### src/asq_pkg.sv
// Shared constants for the converter sequencer control block
package asq_pkg;
    localparam logic [1:0] ADDR_STATUS_CONTROL = 2'h0;
    localparam logic [1:0] ADDR_RESULT         = 2'h1;
    localparam logic [1:0] ADDR_CLOCK_CONFIG   = 2'h2;
    localparam int         DONE_BIT            = 7;
    localparam int         IRQ_EN_BIT          = 6;
    localparam int         CONT_BIT            = 5;
    localparam int         CLK_SRC_BIT         = 4;
    localparam logic [4:0] CHAN_RESET          = 5'h1F;
    localparam logic [4:0] CHAN_POWER_OFF      = 5'h1F;
    localparam logic [4:0] CHAN_LAST_PORT_B    = 5'h07;
    localparam logic [4:0] CHAN_LAST_PORT_D    = 5'h0E;
    localparam logic [4:0] CHAN_RESERVED       = 5'h1B;
    localparam logic [4:0] CHAN_REF_HIGH       = 5'h1D;
    localparam logic [4:0] CHAN_REF_LOW        = 5'h1E;
    localparam logic [2:0] PRESCALE_RESET      = 3'h0;
    localparam logic       CLK_SRC_RESET       = 1'b0;
    localparam int         SAR_BITS            = 8;
    localparam int         CONV_CYCLES         = 16;
    localparam logic [4:0] CONV_LAST_TICK      = 5'(CONV_CYCLES - 1);
    localparam logic [3:0] DIV16_TERMINAL      = 4'hF;
endpackage : asq_pkg

### src/asq_clock_divider.sv
// Converter clock source select and prescaler tick generator
module asq_clock_divider
    import asq_pkg::*;
(
    input  wire logic       ref_clk,
    input  wire logic       arst_n,
    input  wire logic       clkEn,
    input  wire logic       extClkSync,
    input  wire logic       useBusClock,
    input  wire logic [2:0] prescale,
    input  wire logic       restart,
    output logic            convTick
);
    logic       extPrev_reg;
    logic       extPrev_next;
    logic [3:0] div_reg;
    logic [3:0] div_next;
    logic       tick_reg;
    logic       tick_next;
    logic       srcEdge;
    logic [3:0] terminal;

    always_comb begin
        srcEdge      = useBusClock ? 1'b1 : (extClkSync & ~extPrev_reg);
        extPrev_next = extClkSync;
        // Top bit overrides the low bits, so this is a priority choice
        if (prescale[2]) begin
            terminal = DIV16_TERMINAL;
        end else if (prescale[1:0] == 2'h0) begin
            terminal = 4'h0;
        end else if (prescale[1:0] == 2'h1) begin
            terminal = 4'h1;
        end else if (prescale[1:0] == 2'h2) begin
            terminal = 4'h3;
        end else begin
            terminal = 4'h7;
        end
        div_next  = div_reg;
        tick_next = 1'b0;
        if (restart) begin
            div_next = 4'h0;
        end else if (srcEdge) begin
            if (div_reg >= terminal) begin
                div_next  = 4'h0;
                tick_next = 1'b1;
            end else begin
                div_next = div_reg + 4'h1;
            end
        end
    end

    always_ff @(posedge ref_clk or negedge arst_n) begin
        if (!arst_n) begin
            extPrev_reg <= 1'b0;
            div_reg     <= 4'h0;
            tick_reg    <= 1'b0;
        end else if (clkEn) begin
            extPrev_reg <= extPrev_next;
            div_reg     <= div_next;
            tick_reg    <= tick_next;
        end
    end

    assign convTick = tick_reg;
endmodule : asq_clock_divider

### src/asq_sequencer.sv
// Converter sequencer: registers, conversion control, power and mode handling
module asq_sequencer
    import asq_pkg::*;
(
    input  wire logic                ref_clk,
    input  wire logic                arst_n,
    input  wire logic                clkEn,
    input  wire logic [1:0]          regAddr,
    input  wire logic [7:0]          regWrData,
    input  wire logic                regWrite,
    input  wire logic                regRead,
    output logic [7:0]               regRdData,
    input  wire logic                external_ref_clock,
    input  wire logic                stopMode,
    input  wire logic                compareHigh,
    output logic [4:0]               input_channel_select,
    output logic                     selectedInputValid,
    output logic                     highRefSelect,
    output logic                     lowRefSelect,
    output logic                     analogPowerOn,
    output logic                     sampleHold,
    output logic [asq_pkg::SAR_BITS-1:0] sarTrial,
    output logic                     convIrq
);
    typedef enum logic [2:0] {
        IDLE    = 3'b001,
        CONVERT = 3'b010,
        HALTED  = 3'b100
    } asq_state_t;

    asq_state_t          state_reg, state_next;
    logic                conv_done_flag_reg, conv_done_flag_next;
    logic                conv_irq_enable_reg, conv_irq_enable_next;
    logic                continuous_conv_reg, continuous_conv_next;
    logic [4:0]          chan_reg, chan_next;
    logic [2:0]          conv_clock_prescale_reg, conv_clock_prescale_next;
    logic                conv_clock_source_reg, conv_clock_source_next;
    logic [7:0]          result_reg, result_next;
    logic [7:0]          sar_reg, sar_next;
    logic [4:0]          tick_reg, tick_next;
    logic [7:0]          rd_reg, rd_next;
    logic                irq_reg, irq_next;
    logic                extMeta_reg, extSync_reg;
    logic                stopMeta_reg, stopSync_reg;
    logic                convTick;
    logic                ctrlWrite, resultRead, restartDiv, convEnd;
    logic [2:0]          bitIdx;

    // Pins cross in on two flops each
    always_ff @(posedge ref_clk or negedge arst_n) begin
        if (!arst_n) begin
            extMeta_reg  <= 1'b0;
            extSync_reg  <= 1'b0;
            stopMeta_reg <= 1'b0;
            stopSync_reg <= 1'b0;
        end else if (clkEn) begin
            extMeta_reg  <= external_ref_clock;
            extSync_reg  <= extMeta_reg;
            stopMeta_reg <= stopMode;
            stopSync_reg <= stopMeta_reg;
        end
    end

    asq_clock_divider u_divider (
        .ref_clk     (ref_clk),
        .arst_n      (arst_n),
        .clkEn       (clkEn),
        .extClkSync  (extSync_reg),
        .useBusClock (conv_clock_source_reg),
        .prescale    (conv_clock_prescale_reg),
        .restart     (restartDiv),
        .convTick    (convTick)
    );

    always_comb begin
        ctrlWrite  = regWrite && regAddr == ADDR_STATUS_CONTROL;
        resultRead = regRead && regAddr == ADDR_RESULT;
        bitIdx     = 3'(7 - tick_reg[4:1]);
        convEnd    = state_reg == CONVERT && convTick && tick_reg == CONV_LAST_TICK;
        restartDiv = ctrlWrite || state_reg != CONVERT;

        state_next               = state_reg;
        conv_done_flag_next      = conv_done_flag_reg;
        conv_irq_enable_next     = conv_irq_enable_reg;
        continuous_conv_next     = continuous_conv_reg;
        chan_next                = chan_reg;
        conv_clock_prescale_next = conv_clock_prescale_reg;
        conv_clock_source_next   = conv_clock_source_reg;
        result_next              = result_reg;
        sar_next                 = sar_reg;
        tick_next                = tick_reg;
        irq_next                 = irq_reg;
        rd_next                  = 8'h00;

        // Sixteen ticks: even tick sets trial bit, odd tick keeps or drops it
        if (state_reg == CONVERT && convTick) begin
            tick_next = tick_reg + 5'h01;
            if (!tick_reg[0]) begin
                sar_next[bitIdx] = 1'b1;
            // Comparator sits on this clock; a synchroniser would lag undivided ticks
            end else if (!compareHigh) begin
                sar_next[bitIdx] = 1'b0;
            end
        end

        // Result-read clears go first so a completing conversion wins over a read in the same cycle; a control write still beats it
        if (resultRead && !conv_irq_enable_reg) begin
            conv_done_flag_next = 1'b0;
        end
        if (resultRead) begin
            irq_next = 1'b0;
        end
        if (regWrite && regAddr == ADDR_CLOCK_CONFIG) begin
            conv_clock_prescale_next = regWrData[2:0];
            conv_clock_source_next   = regWrData[CLK_SRC_BIT];
        end
        if (ctrlWrite) begin
            conv_irq_enable_next = regWrData[IRQ_EN_BIT];
            continuous_conv_next = regWrData[CONT_BIT];
            chan_next            = regWrData[4:0];
            irq_next             = 1'b0;
            // Flag writable only under interrupt mode, else a write clears it
            conv_done_flag_next  = regWrData[IRQ_EN_BIT] ? regWrData[DONE_BIT] : 1'b0;
            tick_next            = 5'h00;
            sar_next             = 8'h00;
            state_next = regWrData[4:0] == CHAN_POWER_OFF ? IDLE : CONVERT;
        end else if (convEnd) begin
            result_next = sar_next;
            if (conv_irq_enable_reg) begin
                irq_next = 1'b1;
            end else begin
                conv_done_flag_next = 1'b1;
            end
            tick_next  = 5'h00;
            sar_next   = 8'h00;
            state_next = continuous_conv_reg ? CONVERT : IDLE;
        end

        // Stop wins: abort, then resume the mode on exit
        if (stopSync_reg) begin
            if (state_reg == CONVERT || state_next == CONVERT) begin
                state_next = HALTED;
            end
            tick_next = 5'h00;
            sar_next  = 8'h00;
        end else if (state_reg == HALTED && !ctrlWrite) begin
            state_next = CONVERT;
        end

        if (regRead) begin
            unique case (regAddr)
                ADDR_STATUS_CONTROL: rd_next = {conv_done_flag_reg, conv_irq_enable_reg,
                                                continuous_conv_reg, chan_reg};
                ADDR_RESULT:         rd_next = result_reg;
                ADDR_CLOCK_CONFIG:   rd_next = {3'h0, conv_clock_source_reg, 1'b0,
                                                conv_clock_prescale_reg};
                default:             rd_next = 8'h00;
            endcase
        end
    end

    always_ff @(posedge ref_clk or negedge arst_n) begin
        if (!arst_n) begin
            state_reg               <= IDLE;
            conv_done_flag_reg      <= 1'b0;
            conv_irq_enable_reg     <= 1'b0;
            continuous_conv_reg     <= 1'b0;
            chan_reg                <= CHAN_RESET;
            conv_clock_prescale_reg <= PRESCALE_RESET;
            conv_clock_source_reg   <= CLK_SRC_RESET;
            result_reg              <= 8'h00;
            sar_reg                 <= 8'h00;
            tick_reg                <= 5'h00;
            rd_reg                  <= 8'h00;
            irq_reg                 <= 1'b0;
        end else if (clkEn) begin
            state_reg               <= state_next;
            conv_done_flag_reg      <= conv_done_flag_next;
            conv_irq_enable_reg     <= conv_irq_enable_next;
            continuous_conv_reg     <= continuous_conv_next;
            chan_reg                <= chan_next;
            conv_clock_prescale_reg <= conv_clock_prescale_next;
            conv_clock_source_reg   <= conv_clock_source_next;
            result_reg              <= result_next;
            sar_reg                 <= sar_next;
            tick_reg                <= tick_next;
            rd_reg                  <= rd_next;
            irq_reg                 <= irq_next;
        end
    end

    // Decoded analog steering, registered so outputs come from flops
    logic [4:0] chanOut_reg;
    logic       validOut_reg, highOut_reg, lowOut_reg, powerOut_reg, holdOut_reg;
    always_ff @(posedge ref_clk or negedge arst_n) begin
        if (!arst_n) begin
            chanOut_reg  <= CHAN_RESET;
            validOut_reg <= 1'b0;
            highOut_reg  <= 1'b0;
            lowOut_reg   <= 1'b0;
            powerOut_reg <= 1'b0;
            holdOut_reg  <= 1'b0;
        end else if (clkEn) begin
            chanOut_reg  <= chan_next;
            validOut_reg <= chan_next <= CHAN_LAST_PORT_D;
            highOut_reg  <= chan_next == CHAN_REF_HIGH;
            lowOut_reg   <= chan_next == CHAN_REF_LOW;
            powerOut_reg <= chan_next != CHAN_POWER_OFF && !stopSync_reg;
            holdOut_reg  <= state_next == CONVERT;
        end
    end

    assign input_channel_select = chanOut_reg;
    assign selectedInputValid   = validOut_reg;
    assign highRefSelect        = highOut_reg;
    assign lowRefSelect         = lowOut_reg;
    assign analogPowerOn        = powerOut_reg;
    assign sampleHold           = holdOut_reg;
    assign sarTrial             = sar_reg;
    assign regRdData            = rd_reg;
    assign convIrq              = irq_reg;
endmodule : asq_sequencer

### config.mk
export PLATFORM = sky130hd
export DESIGN_NAME = asq_sequencer
export DESIGN_NICKNAME = d
export VERILOG_FILES = /design/src/asq_pkg.sv /design/src/asq_clock_divider.sv /design/src/asq_sequencer.sv
export SDC_FILE = /design/constraint.sdc
export NUM_CORES = 1
export LEC_CHECK = 0
export ABC_CLOCK_PERIOD_IN_PS = 2750
export BUFFER_PORTS_ARGS = -buffer_cell sky130_fd_sc_hd__buf_2
export CELL_PAD_IN_SITES_DETAIL_PLACEMENT = 2
export CELL_PAD_IN_SITES_GLOBAL_PLACEMENT = 2
export CORE_MARGIN = 4
export CORE_UTILIZATION = 37
export DETAILED_ROUTE_END_ITERATION = 10
export PLACE_DENSITY = 0.86
export SLEW_MARGIN = 20
export SYNTH_ARGS = -nofsm -noshare
export SYNTH_HDL_FRONTEND = slang
export SYNTH_SLANG_ARGS = --single-unit
### constraint.sdc
create_clock -name ref_clk -period 2.75 [get_ports ref_clk]
set_clock_uncertainty 0.2 [all_clocks]
set_input_delay 0.1375 -clock ref_clk [delete_from_list [all_inputs] [get_ports ref_clk]]
set_output_delay 0.1375 -clock ref_clk [all_outputs]
set_load 0.02 [all_outputs]
==> results.md <==
- Die area: ~10000 um^2
- Pre-CTS WS: a little over 0.3 ns
- DR vias/cell: just under 6
- Vert. Die Dim: between 100 and 150 um
- Worst EP required: about 2.8 ns
- Gpl congestion: between 0.8 and 0.9
- Startpoint types: flip-flop
- Overflow left after global routing: 0
- Slew headroom: a little under half
- Max-slew violations: 0
- HPWL after detailed placement: ~6800 um
- TritonCTS clock tree: yes
- Register area share after synthesis: 48.05%
- Via count: ~2700
- Largest net degree at the start of global routing: around 60
- Outcome: finished, final reports clean
- Crit end category: flip-flop
- Antenna fix cells: 0
- Number of instances in the synthesized netlist: approximately 300
- Synth Warn #: 0
- Seq cells post-synth: 60
- Sink Count: 60
- Mapped Area: 3141 um^2
- Initial antenna violation count: 0
- CP Data Arrival Time: roughly 2.6 ns
- CTS H-tree depth: 3
- Worst-path maximum fanout: 5
- Post-CTS setup buffers: 0
- Max Fclk: slightly below 400 MHz
- DRT antenna net count: 0
- First-pass GRT wire length: ~17000 um
- Synth cell types: between 50 and 60
- Clk Latency, worst-skew pair: around 0.36 ns
- Longest Clk Path Bufs: 2
- Initial DRT Pass Iterations: 4
- Crit share post-route: between 90% and 100%
- Hold path depth: 3
- Synth async-reset ratio: 100.0%
- Hold-fix buffers, CTS: 14
- Total power: roughly 2.7 mW
- Post-synth EDFFs: 0
- Port bufs: 44
- Avg WL per Cell: roughly 23 um
- Leak pwr: 1.729 nW
- Layout cells sized above 1: between 20% and 30%
- Starting density of the core: about two fifths
- Crit path time final: around 2.5 ns
- Row cnt: 33
- DRC viols: 0
- PD cells: approximately 710 nW/um^2
- RSZ-0062 raised after global routing: false
- Die Wd: approximately 100 um
- Setup violators final: 0
- Root Buffer: clkbuf_8
- Worst vdd ir: between 0.2 and 0.3 mV
- Post-CTS Resized: 0
- TritonCTS buffer count: 9
- Max Cap Viol: 0
- CORE AREA: 8217 um^2
- Setup CP Type: reg -> reg
- Nets: approximately 380
- I/O pin count: 45
- Vias in the first global route: just under 3000
- Mean Syn Cell Area: between 10 and 15 um^2
- Hold WC Path Type: in -> reg
- Layout area overhead: 22.27%
- Iter 0 DRT Violations: around 120
- GR Util All Layers: 22.22%
- Hold Fails Final Rpt: 0
- Worst-margin pin slew: 0.7963 ns
- Clock-pin slew on the worst setup and hold paths: about 0.08 ns
- Synth Flop Type: dfrtp_1
- Fin Setup TNS: 0 ns
- Synth Net Count: around 320
- Post-Route WL: 10560 um
- Worst-case reg-to-reg path depth: 6
- Worst setup margin: approximately 0.21 ns
[per-layer routing]
layer,vias up,global-route usage (%),share of wire [%]
met1,1399,28.82,44
met3,14,5.003,4.1
met5,-,0,0
met2,71,37.41,50
met4,0,6.010,1.6
li1,1230,-,-
[layout by cell type (no fill, tap or decap), types with 6 or more instances in the layout]
cell	instances
inv_1	11
clkbuf_8	10
dfstp_2	6
a21oi_1	13
nand3_1	8
nor2_1	18
buf_4	8
mux2_2	16
o31ai_1	6
o21ai_1	9
ha_1	6
o2bb2ai_1	17
buf_2	44
o21ai_0	9
mux2i_1	9
dlygate4sd3_1	14
nor3_1	8
dfrtp_1	54
nand2_1	24
[final timing paths]
path	startpoint	end	slack, ns
worst max-delay path	conv_clock_prescale_reg[1]	u_divider.div_reg[2]	0.21
worst min-delay path	regAddr[1]	convIrq	0.05
worst max register to register	conv_clock_prescale_reg[1]	u_divider.div_reg[2]	0.21
worst min register to register	regRdData[0]	regRdData[0]	0.28
max in group asynchronous	arst_n	regRdData[1]	1.54
min in group asynchronous	arst_n	u_divider.convTick	0.28
[cell usage after synthesis (3+ instances only)]
cell type	count	share of area (%)
a21oi_1	13	2.1
inv_1	11	1.3
a22oi_1	4	0.96
mux2i_1	9	2.9
o2bb2ai_1	17	4.7
o21ai_0	9	1.4
nand3_1	8	1.3
nand2_1	24	2.9
dfstp_2	6	5.0
a22o_1	3	0.84
nor3_1	8	1.3
o2111ai_1	4	1.1
buf_2	6	0.96
o31ai_1	6	1.4
buf_1	4	0.48
mux2_2	16	5.7
dfrtp_1	54	43
nor2_1	18	2.2
nand4_1	4	0.80
nor2b_1	4	0.80
nand2b_1	3	0.60
o21ai_1	9	1.4
or4_1	4	0.96
a211oi_1	3	0.72
clkbuf_1	5	0.60
ha_1	6	2.4
[power breakdown]
group          internal [mW]  switching (mW)  total (mW)
Sequential             0.998           0.129        1.13
Clock                  0.627           0.400        1.03
Combinational          0.243           0.345       0.588
Total                   1.87           0.874        2.74
[layout make-up]
type,instances,area (um^2)
clock inverter,6,111.4
fill,866,4377
clock buffer,10,137.6
timing repair buffer,66,420.4
sequential,60,1509
multi-input combinational,207,1489
inverter,11,41.29
tap,105,131.4
[logic make-up (layout without fill, tap and decap cells)]
family / Yosys count / count (layout) / share of synthesized area [%]
muxes: 25 / 25 / 8.606
buffers and inverters: 30 / 93 / 4.542
AOI/OAI and AO/OA: 89 / 89 / 21.51
and+or+nand+nor: 87 / 87 / 14.90
DFF: 60 / 60 / 48.05
adders and majority gates: 6 / 6 / 2.390
[stage by stage]
step                util (%)  instances  hold WS (ns)  cell area, um^2
floorplan                  -        297       -0.3581             3141
global placement       42.00        435        0.1498             3451
CTS                    46.73        465       0.03993             3840
detailed placement     42.00        435        0.1647             3451
finish                 46.73        465       0.05042             3840
global route           46.73        465       0.05424             3840
[worst max-delay path, stage by stage (launching register included)]
cell and delay, ns:
dfrtp_1 0.44, or3_1 0.41, ha_1 0.28, nand2b_1 0.18, a2111oi_4 0.53, o21ai_2 0.15, o311ai_1 0.25
Power figures use the tool's default switching activity.
